File: src/include/adc_ctrl_pkg.sv
package adc_ctrl_pkg;

  // Register port geometry
  localparam int ADDR_W = 12;
  localparam int DATA_W = 8;

  // Register offsets
  localparam logic [11:0] OFF_SYNC_COUNT = 12'h210;
  localparam logic [11:0] OFF_OVERRANGE_THRESHOLD     = 12'h211;
  localparam logic [11:0] OFF_OVERRANGE_CONFIG    = 12'h213;
  localparam logic [11:0] OFF_INIT       = 12'h270;
  localparam logic [11:0] OFF_PWR2       = 12'h29a;

  // Field layout
  localparam int SYNC_COUNT_W  = 5;
  localparam int OVERRANGE_OUTPUT_ENABLE_BIT    = 3;
  localparam int OVR_EXT_W     = 3;
  localparam int INIT_DONE_BIT = 0;

  // Reset values
  localparam logic [4:0] RST_SYNC_COUNT = 5'h03;
  localparam logic [7:0] RST_OVERRANGE_THRESHOLD     = 8'hf2;
  localparam logic       RST_OVERRANGE_OUTPUT_ENABLE     = 1'b0;
  localparam logic [2:0] RST_OVR_EXT    = 3'h7;
  localparam logic [7:0] RST_PWR2       = 8'h0f;
  localparam logic [7:0] RD_ZERO        = 8'h00;

  // Power mode codes of the second power-mode register
  localparam logic [7:0] PWR2_LOW_POWER = 8'h06;
  localparam logic [7:0] PWR2_HIGH_PERF = 8'h0f;

  // Sampling and over-range timing
  localparam int SAMPLE_W          = 9;
  localparam int SAMPLES_PER_LINK  = 2;
  localparam int PULSE_BASE_SAMPLES = 4;
  localparam int HOLD_W            = 9;
  localparam int RUN_W             = 6;

  // SYNC~ classifier states
  typedef enum logic [1:0] {
    SYNC_IDLE     = 2'b00,
    SYNC_COUNTING = 2'b01,
    SYNC_REQUEST  = 2'b10
  } sync_state_e;

endpackage

File: src/include/overrange_config_if.sv
interface overrange_config_if;
  logic [7:0] threshold;
  logic       enable;
  logic [2:0] extension;

  modport source (
    output threshold,
    output enable,
    output extension
  );

  modport sink (
    input threshold,
    input enable,
    input extension
  );
endinterface

File: src/design/overrange_channel.sv
module overrange_channel (
  input  wire logic         clk,
  input  wire logic         rst,
  overrange_config_if.sink           cfg,
  input  wire logic [17:0]  samples,
  output logic              over_out
);

  localparam int SW = adc_ctrl_pkg::SAMPLE_W;
  localparam int HW = adc_ctrl_pkg::HOLD_W;
  localparam logic [HW-1:0] BASE_HOLD = HW'(
    adc_ctrl_pkg::PULSE_BASE_SAMPLES / adc_ctrl_pkg::SAMPLES_PER_LINK);
  localparam logic [HW-1:0] HOLD_ZERO = '0;
  localparam logic [HW-1:0] HOLD_ONE  = HW'(1);

  logic [SW-1:0] mag0;
  logic [SW-1:0] mag1;
  logic          hit;
  logic [HW-1:0] hold_len;
  logic [HW-1:0] hold_ff;
  logic          over_ff;

  // Magnitude of each signed sample; -256 gives 256, full scale
  function automatic logic [SW-1:0] magnitude(input logic [SW-1:0] s);
    magnitude = s[SW-1] ? SW'(~s + 1'b1) : s;
  endfunction

  // Two samples arrive per link clock; either one may trip
  always_comb
  begin
    mag0 = magnitude(samples[SW-1:0]);
    mag1 = magnitude(samples[2*SW-1:SW]);
    hit  = (mag0 >= {1'b0, cfg.threshold}) ||
           (mag1 >= {1'b0, cfg.threshold});
    // 4 * 2^N sample periods, two samples per link clock
    hold_len = BASE_HOLD << cfg.extension;
  end

  // Pulse stretcher; retriggers on every new hit
  always_ff @(posedge clk)
  begin
    if (rst || !cfg.enable)
    begin
      hold_ff <= HOLD_ZERO;
      over_ff <= 1'b0;
    end
    else if (hit)
    begin
      hold_ff <= hold_len - HOLD_ONE;
      over_ff <= 1'b1;
    end
    else if (hold_ff != HOLD_ZERO)
    begin
      hold_ff <= hold_ff - HOLD_ONE;
      over_ff <= 1'b1;
    end
    else
    begin
      over_ff <= 1'b0;
    end
  end

  assign over_out = over_ff;

endmodule // overrange_channel

File: src/design/adc_sync_overrange_ctrl.sv
module adc_sync_overrange_ctrl (
  input  wire logic        clk,
  input  wire logic        rst,
  // Decoded configuration register port
  input  wire logic [11:0] reg_addr,
  input  wire logic        reg_wr_en,
  input  wire logic        reg_rd_en,
  input  wire logic [7:0]  reg_wdata,
  output logic      [7:0]  reg_rdata,
  output logic             reg_rvalid,
  // Link side
  input  wire logic        link_enable,
  input  wire logic        sync_n,
  output logic             sync_request,
  output logic             sync_request_start,
  // Initialization engine
  input  wire logic        init_done_in,
  // Converter samples, two per link clock per channel
  input  wire logic [17:0] sample_a,
  input  wire logic [17:0] sample_b,
  input  wire logic [17:0] sample_c,
  input  wire logic [17:0] sample_d,
  output logic             overrange_out_a,
  output logic             overrange_out_b,
  output logic             overrange_out_c,
  output logic             overrange_out_d,
  // Power mode to the analog core
  output logic      [7:0]  power_mode_code_second,
  output logic             power_low_select,
  output logic             power_high_select
);

  localparam int CW = adc_ctrl_pkg::SYNC_COUNT_W;
  localparam int RW = adc_ctrl_pkg::RUN_W;
  localparam logic [RW-1:0] RUN_ZERO = '0;
  localparam logic [RW-1:0] RUN_ONE  = RW'(1);

  // Register state
  logic [CW-1:0] sync_request_count_ff;
  logic [7:0]    overrange_threshold_ff;
  logic          overrange_output_enable_ff;
  logic [2:0]    overrange_pulse_extension_ff;
  logic [7:0]    power_mode_second_ff;
  logic          init_done_ff;
  logic [7:0]    rdata_ff;
  logic          rvalid_ff;

  // Write strobes
  logic wr_sync;
  logic wr_th;
  logic wr_cfg;
  logic wr_pwr2;

  // SYNC~ classifier
  adc_ctrl_pkg::sync_state_e state_ff;
  adc_ctrl_pkg::sync_state_e nxt_state;
  logic [RW-1:0] run_ff;
  logic [RW-1:0] nxt_run;
  logic [RW-1:0] run_target;
  logic          start_ff;
  logic          nxt_start;

  // Read path
  logic [7:0] nxt_rdata;
  logic [7:0] cfg_view;

  // Address decode; writes to other offsets fall away silently
  always_comb
  begin
    wr_sync = reg_wr_en && (reg_addr == adc_ctrl_pkg::OFF_SYNC_COUNT);
    wr_th   = reg_wr_en && (reg_addr == adc_ctrl_pkg::OFF_OVERRANGE_THRESHOLD);
    wr_cfg  = reg_wr_en && (reg_addr == adc_ctrl_pkg::OFF_OVERRANGE_CONFIG);
    wr_pwr2 = reg_wr_en && (reg_addr == adc_ctrl_pkg::OFF_PWR2);
  end

  // Sync count; takes effect at once, so change it with the link off
  always_ff @(posedge clk)
  begin
    if (rst)
      sync_request_count_ff <= adc_ctrl_pkg::RST_SYNC_COUNT;
    else if (wr_sync)
      sync_request_count_ff <= reg_wdata[CW-1:0];
  end

  // Over-range threshold
  always_ff @(posedge clk)
  begin
    if (rst)
      overrange_threshold_ff <= adc_ctrl_pkg::RST_OVERRANGE_THRESHOLD;
    else if (wr_th)
      overrange_threshold_ff <= reg_wdata;
  end

  // Over-range enable and pulse extension
  always_ff @(posedge clk)
  begin
    if (rst)
    begin
      overrange_output_enable_ff   <= adc_ctrl_pkg::RST_OVERRANGE_OUTPUT_ENABLE;
      overrange_pulse_extension_ff <= adc_ctrl_pkg::RST_OVR_EXT;
    end
    else if (wr_cfg)
    begin
      overrange_output_enable_ff   <=
        reg_wdata[adc_ctrl_pkg::OVERRANGE_OUTPUT_ENABLE_BIT];
      overrange_pulse_extension_ff <=
        reg_wdata[adc_ctrl_pkg::OVR_EXT_W-1:0];
    end
  end

  // Second power-mode code; reserved codes are stored as written
  always_ff @(posedge clk)
  begin
    if (rst)
      power_mode_second_ff <= adc_ctrl_pkg::RST_PWR2;
    else if (wr_pwr2)
      power_mode_second_ff <= reg_wdata;
  end

  // Init-done status follows the init engine, registered once
  always_ff @(posedge clk)
  begin
    if (rst)
      init_done_ff <= 1'b0;
    else
      init_done_ff <= init_done_in;
  end

  // Power mode decode; a reserved code selects neither mode
  always_comb
  begin
    power_mode_code_second = power_mode_second_ff;
    power_low_select  =
      (power_mode_second_ff == adc_ctrl_pkg::PWR2_LOW_POWER);
    power_high_select =
      (power_mode_second_ff == adc_ctrl_pkg::PWR2_HIGH_PERF);
  end

  // Low run length needed before a request is accepted
  assign run_target = RW'(sync_request_count_ff) + RUN_ONE;

  // SYNC~ classifier, one sample per link clock edge
  always_comb
  begin
    nxt_state = state_ff;
    nxt_run   = run_ff;
    nxt_start = 1'b0;
    case (state_ff)
      adc_ctrl_pkg::SYNC_IDLE:
      begin
        nxt_run = RUN_ZERO;
        if (link_enable && !sync_n)
        begin
          if (RUN_ONE >= run_target)
          begin
            nxt_state = adc_ctrl_pkg::SYNC_REQUEST;
            nxt_start = 1'b1;
          end
          else
          begin
            nxt_state = adc_ctrl_pkg::SYNC_COUNTING;
            nxt_run   = RUN_ONE;
          end
        end
      end
      adc_ctrl_pkg::SYNC_COUNTING:
      begin
        if (!link_enable || sync_n)
        begin
          // Short low pulse: an error report, dropped without trace
          nxt_state = adc_ctrl_pkg::SYNC_IDLE;
          nxt_run   = RUN_ZERO;
        end
        else if (run_ff + RUN_ONE >= run_target)
        begin
          nxt_state = adc_ctrl_pkg::SYNC_REQUEST;
          nxt_start = 1'b1;
          nxt_run   = RUN_ZERO;
        end
        else
        begin
          nxt_run = run_ff + RUN_ONE;
        end
      end
      adc_ctrl_pkg::SYNC_REQUEST:
      begin
        nxt_run = RUN_ZERO;
        if (!link_enable || sync_n)
          nxt_state = adc_ctrl_pkg::SYNC_IDLE;
      end
      default:
      begin
        nxt_state = adc_ctrl_pkg::SYNC_IDLE;
        nxt_run   = RUN_ZERO;
      end
    endcase
  end

  // Classifier state
  always_ff @(posedge clk)
  begin
    if (rst)
    begin
      state_ff <= adc_ctrl_pkg::SYNC_IDLE;
      run_ff   <= RUN_ZERO;
      start_ff <= 1'b0;
    end
    else
    begin
      state_ff <= nxt_state;
      run_ff   <= nxt_run;
      start_ff <= nxt_start;
    end
  end

  // Request level holds while SYNC~ stays low and link_enable stays high after qualification
  assign sync_request       = (state_ff == adc_ctrl_pkg::SYNC_REQUEST);
  assign sync_request_start = start_ff;

  // Configuration byte as read back, reserved bits zero
  always_comb
  begin
    cfg_view = adc_ctrl_pkg::RD_ZERO;
    cfg_view[adc_ctrl_pkg::OVERRANGE_OUTPUT_ENABLE_BIT] = overrange_output_enable_ff;
    cfg_view[adc_ctrl_pkg::OVR_EXT_W-1:0] = overrange_pulse_extension_ff;
  end

  // Read mux; unmapped offsets return zero
  always_comb
  begin
    nxt_rdata = adc_ctrl_pkg::RD_ZERO;
    case (reg_addr)
      adc_ctrl_pkg::OFF_SYNC_COUNT:
        nxt_rdata = {{(8-CW){1'b0}}, sync_request_count_ff};
      adc_ctrl_pkg::OFF_OVERRANGE_THRESHOLD:
        nxt_rdata = overrange_threshold_ff;
      adc_ctrl_pkg::OFF_OVERRANGE_CONFIG:
        nxt_rdata = cfg_view;
      adc_ctrl_pkg::OFF_INIT:
        nxt_rdata[adc_ctrl_pkg::INIT_DONE_BIT] = init_done_ff;
      adc_ctrl_pkg::OFF_PWR2:
        nxt_rdata = power_mode_second_ff;
      default:
        nxt_rdata = adc_ctrl_pkg::RD_ZERO;
    endcase
  end

  // Read data is registered; it stands until the next read
  always_ff @(posedge clk)
  begin
    if (rst)
    begin
      rdata_ff  <= adc_ctrl_pkg::RD_ZERO;
      rvalid_ff <= 1'b0;
    end
    else
    begin
      rvalid_ff <= reg_rd_en;
      if (reg_rd_en)
        rdata_ff <= nxt_rdata;
    end
  end

  assign reg_rdata  = rdata_ff;
  assign reg_rvalid = rvalid_ff;

  // Shared over-range configuration for all channel detectors
  overrange_config_if overrange_config ();

  assign overrange_config.threshold = overrange_threshold_ff;
  assign overrange_config.enable    = overrange_output_enable_ff;
  assign overrange_config.extension = overrange_pulse_extension_ff;

  // One independent detector per channel
  overrange_channel u_ovr_a (
    .clk      (clk),
    .rst      (rst),
    .cfg      (overrange_config),
    .samples  (sample_a),
    .over_out (overrange_out_a)
  );

  overrange_channel u_ovr_b (
    .clk      (clk),
    .rst      (rst),
    .cfg      (overrange_config),
    .samples  (sample_b),
    .over_out (overrange_out_b)
  );

  overrange_channel u_ovr_c (
    .clk      (clk),
    .rst      (rst),
    .cfg      (overrange_config),
    .samples  (sample_c),
    .over_out (overrange_out_c)
  );

  overrange_channel u_ovr_d (
    .clk      (clk),
    .rst      (rst),
    .cfg      (overrange_config),
    .samples  (sample_d),
    .over_out (overrange_out_d)
  );

endmodule // adc_sync_overrange_ctrl

File: config.mk
export PLATFORM = sky130hd
export DESIGN_NAME = adc_sync_overrange_ctrl
export DESIGN_NICKNAME = d
export VERILOG_FILES = /design/src/include/adc_ctrl_pkg.sv /design/src/include/overrange_config_if.sv /design/src/design/overrange_channel.sv /design/src/design/adc_sync_overrange_ctrl.sv
export SDC_FILE = /design/constraint.sdc
export NUM_CORES = 1
export LEC_CHECK = 0
export ABC_AREA = 1
export BUFFER_PORTS_ARGS = -buffer_cell sky130_fd_sc_hd__clkbuf_2
export CAP_MARGIN = 10
export CORE_MARGIN = 2
export CORE_UTILIZATION = 45
export DETAILED_ROUTE_END_ITERATION = 8
export GPL_TIMING_DRIVEN = 0
export PLACE_DENSITY = 0.72
export SETUP_SLACK_MARGIN = 0.5
export SLEW_MARGIN = 20
export SYNTH_ARGS = -nofsm -noshare
export SYNTH_HDL_FRONTEND = slang
export SYNTH_SLANG_ARGS = --single-unit
File: constraint.sdc
create_clock -name clk -period 3 [get_ports clk]
set_input_delay 0.15 -clock clk [delete_from_list [all_inputs] [get_ports clk]]
set_output_delay 0.15 -clock clk [all_outputs]
set_load 0.01 [all_outputs]
==> load_flow_metrics.sql <==
INSERT INTO impl_metrics (metric_group, metric, value, unit) VALUES
('run_status', 'status', 'finished, final reports clean', ''),
('hold_path', 'hp-class', 'primary input to flop', ''),
('timing', 'grt_setup_unrepaired', 'true', ''),
('pwr', 'internal-power', '1.937', 'mW'),
('detailed_routing', 'routed_wire_length_per_instance', '12.61', 'µm'),
('worst_setup_path', 'timing.critical_path.max_delay_family', 'simple AND/OR/NAND/NOR gates', ''),
('clock_network', 'htree_levels', '3', ''),
('global_routing', 'grt_first_pass_wirelength', '30.44', 'mm'),
('finish', 'fin_area', '8661', 'µm²'),
('timing', 'slew-limit-headroom', '50.09', '%'),
('synthesis', 'yosysWarnings', '0', ''),
('pwr', 'vdd_drop_max', '0.0002523', 'V'),
('synthesis', 'synth_sequential_area_ratio', '22.77', '%'),
('die', 'core_region_area', '15940', 'µm²'),
('clock_network', 'clockBufferDepth', '2', ''),
('synthesis', 'post-synth-top-count-cell', 'nand2_1', ''),
('synthesis', 'synth-seq-cells', '84', ''),
('synthesis', 'postSynthNetCount', '1274', ''),
('synthesis', 'ys_types', '43', ''),
('timing', 'timing.final.setup_violations', '0', ''),
('synthesis', 'proportion_of_synthesized_flip_flops_having_asynchronous_set_or_reset', '0', '%'),
('clock_network', 'cts.sinks', '84', ''),
('die', 'floorplan.initialDensity', '46.33', '%'),
('worst_setup_path', 'crit-reg2reg-capture', 'u_ovr_d.hold_ff[2]', ''),
('global_routing', 'grtUsageTotal', '20.90', '%'),
('worst_setup_path', 'ff2ff_setup_slack', '0.67', 'ns'),
('finish', 'design.final.nets', '1413', ''),
('worst_setup_path', 'timing_worst_setup_path_type', 'flop to flop', ''),
('timing', 'final.min_clock_period', '2.332', 'ns'),
('worst_setup_path', 'critical_path.endpoint_type', 'flop', ''),
('timing', 'worst_clock_skew', '0.009008', 'ns'),
('die', 'die_w', '132.1', 'µm'),
('synthesis', 'ys_top_cells_by_count', 'nand2_1 (202), inv_1 (166), nor2_1 (130)', ''),
('finish', 'fillCellCount', '1589', ''),
('pwr', 'power.share.sequential', '40.8', '%'),
('placed_design', 'portBuffers', '120', ''),
('pwr', 'report.power.total', '2.746', 'mW'),
('hold_path', 'hold-path-endpoint', 'overrange_config.threshold[5]', ''),
('timing', 'drv_slew', '0', ''),
('synthesis', 'synthesis.instances', '1091', ''),
('worst_setup_path', 'critPathMaxFanout', '9', ''),
('detailed_routing', 'drc_errors', '0', ''),
('timing', 'timing.final.hold_violations', '0', ''),
('worst_setup_path', 'slowest_stage', 'ha_1', ''),
('synthesis', 'cell_types_occupying_the_most_area_after_synthesis', 'dfxtp_1 (23%), ha_1 (14%), nand2_1 (10%)', ''),
('detailed_routing', 'drtPass1Iterations', '5', ''),
('clock_network', 'cts_tree', 'built', ''),
('synthesis', 'synth_top_cell_area_share', '22.77', '%'),
('worst_setup_path', 'worst-endpoint-required', '3.23', 'ns'),
('die', 'number_of_ports_placed_on_the_die_boundary', '124', ''),
('die', 'count_of_standard_cell_rows', '46', ''),
('detailed_routing', 'routed_wirelength', '18.29', 'mm'),
('clock_network', 'insertion_delay_to_the_later_sink_of_the_worst_skew_pair', '0.34', 'ns'),
('placed_design', 'placement_stage_cell_area', '8257', 'µm²'),
('detailed_routing', 'initial_drt_markers', '354', ''),
('placed_design', 'dp_hpwl', '14.47', 'mm'),
('worst_setup_path', 'crit_buf_inv', '1', ''),
('pwr', 'cellLeakagePower', '4.563', 'nW'),
('worst_setup_path', 'timing.critical_path.mode_cell', 'nor2_1', ''),
('clock_network', 'clkSlewWorstSetupHoldPaths', '0.07', 'ns'),
('worst_setup_path', 'slowest_delay', '0.40', 'ns'),
('synthesis', 'syn_area', '7386', 'µm²'),
('synthesis', 'postSynth.topFlopCell', 'dfxtp_1', ''),
('pwr', 'clockPowerShare', '38.9', '%'),
('timing', 'final.period_utilization', '77.73', '%'),
('detailed_routing', 'final_antenna_net_count', '0', ''),
('global_routing', 'grt_antenna_before_repair', '0', ''),
('detailed_routing', 'detailroute.via_count', '7275', ''),
('die', 'die-height', '132.1', 'µm'),
('global_routing', 'pin_count_of_the_biggest_net_entering_global_routing', '16', ''),
('worst_setup_path', 'timing.critical_path.arrival', '2.56', 'ns');
-- kinds of logic (layout without fill, tap and decap cells) --
| family | count (synthesis) | count (layout) | synth area share, % |
|---|---|---|---|
| and+or+nand+nor | 515 | 516 | 32.68 |
| buffers and inverters | 186 | 329 | 10.25 |
| AOI/OAI and AO/OA | 147 | 147 | 11.18 |
| adders and majority gates | 84 | 84 | 14.23 |
| DFF | 84 | 84 | 22.77 |
| xor gates and xnor gates | 75 | 75 | 8.894 |
-- flip-flops by register name (all words and copies together) (netlist names), 3 cells and up --
signal,flops
overrange_config.threshold,8
u_ovr_c.hold_ff,9
run_ff,6
power_mode_code_second,8
u_ovr_d.hold_ff,9
reg_rdata,8
sync_request_count_ff,5
u_ovr_b.hold_ff,9
u_ovr_a.hold_ff,9
overrange_config.extension,3
-- cell type report --
| type | count | area [µm²] | area share [%] |
|---|---|---|---|
| multi-input combinational | 822 | 4995 | 57.67 |
| sequential | 84 | 1682 | 19.42 |
| timing repair buffer | 127 | 668.1 | 7.715 |
| inverter | 172 | 659.4 | 7.613 |
| tap | 216 | 270.3 | 3.120 |
| clock buffer | 10 | 239.0 | 2.759 |
| buffer | 14 | 101.3 | 1.170 |
| clock inverter | 6 | 46.29 | 0.5345 |
-- power groups by stage --
stage	Sequential, mW	Clock (mW)	Combinational, mW
2_1_floorplan	1.15	0	0.361
3_3_place_gp	1.15	0	0.522
3_5_place_dp	1.15	0	0.537
4_1_cts	1.12	1.08	0.541
5_1_grt	1.12	1.14	0.638
6_report	1.12	1.07	0.557
-- layer usage --
metal / part of all wire, % / vias up / GRT usage (%)
met3: 5.8 / 11 / 3.153
met5: 0 / - / 0
li1: - / 3828 / -
met4: 0.80 / 0 / 4.771
met2: 46 / 173 / 34.98
met1: 48 / 3263 / 28.34
-- cell usage in the layout (no fill, tap or decap), drive strengths merged --
| cell type | count |
|---|---|
| clkinvlp | 3 |
| nor2 | 145 |
| o31ai | 3 |
| a21oi | 58 |
| dfxtp | 84 |
| o21ai | 57 |
| nor4 | 6 |
| nand3b | 3 |
| clkinv | 6 |
| nand2 | 217 |
| a31oi | 1 |
| nand3 | 85 |
| dlygate4sd3 | 1 |
| xnor2 | 26 |
| ha | 84 |
| nor3b | 2 |
| clkbuf | 137 |
| inv | 169 |
| o211ai | 14 |
| buf | 13 |
| or2 | 16 |
| o41ai | 5 |
| a22o | 1 |
| o21bai | 2 |
| nand4 | 15 |
| nor3 | 27 |
| xor2 | 49 |
| o22ai | 6 |
-- stage by stage --
step / setup slack (ns) / utilization [%] / cells / hold slack [ns]
2_1_floorplan: 0.6869 / - / 1091 / 0.2570
3_3_place_gp: 0.2866 / 51.79 / 1427 / 0.3588
3_5_place_dp: 0.2471 / 51.79 / 1427 / 0.3475
4_1_cts: 0.6066 / 53.64 / 1444 / 0.05073
5_1_grt: 0.5054 / 54.32 / 1451 / 0.05861
6_report: 0.6680 / 54.32 / 1451 / 0.05418
-- worst max-delay path by stage --
stage | start | to | slack, ns | depth (start not counted)
final | overrange_config.threshold[2] | u_ovr_d.hold_ff[2] | 0.67 | 10
after global routing | overrange_config.threshold[2] | u_ovr_d.hold_ff[2] | 0.51 | 12
after CTS | sample_a[0] | u_ovr_a.hold_ff[7] | 0.61 | 19
after detailed placement | sample_a[0] | u_ovr_a.hold_ff[2] | 0.25 | 19
after global placement | sample_a[0] | u_ovr_a.hold_ff[2] | 0.29 | 19
after floorplan | sample_a[0] | u_ovr_a.hold_ff[2] | 0.69 | 18
-- worst reg2reg max path: cells and delay by family (launching register included) --
kind	cells	cell delay, ns
and+or+nand+nor	5	0.72
DFF	1	0.38
buffers and inverters	1	0.30
AOI/OAI and AO/OA	3	0.43
adders and majority gates	1	0.41
-- timing repair --
item	4_1_cts	5_1_grt
endpoints found under the hold margin	1	0
gates resized for setup	0	11
endpoints found under the setup margin	0	14
hold buffers	1	0
setup buffers	0	6
Note: power is estimated with default switching activity, not from simulation.
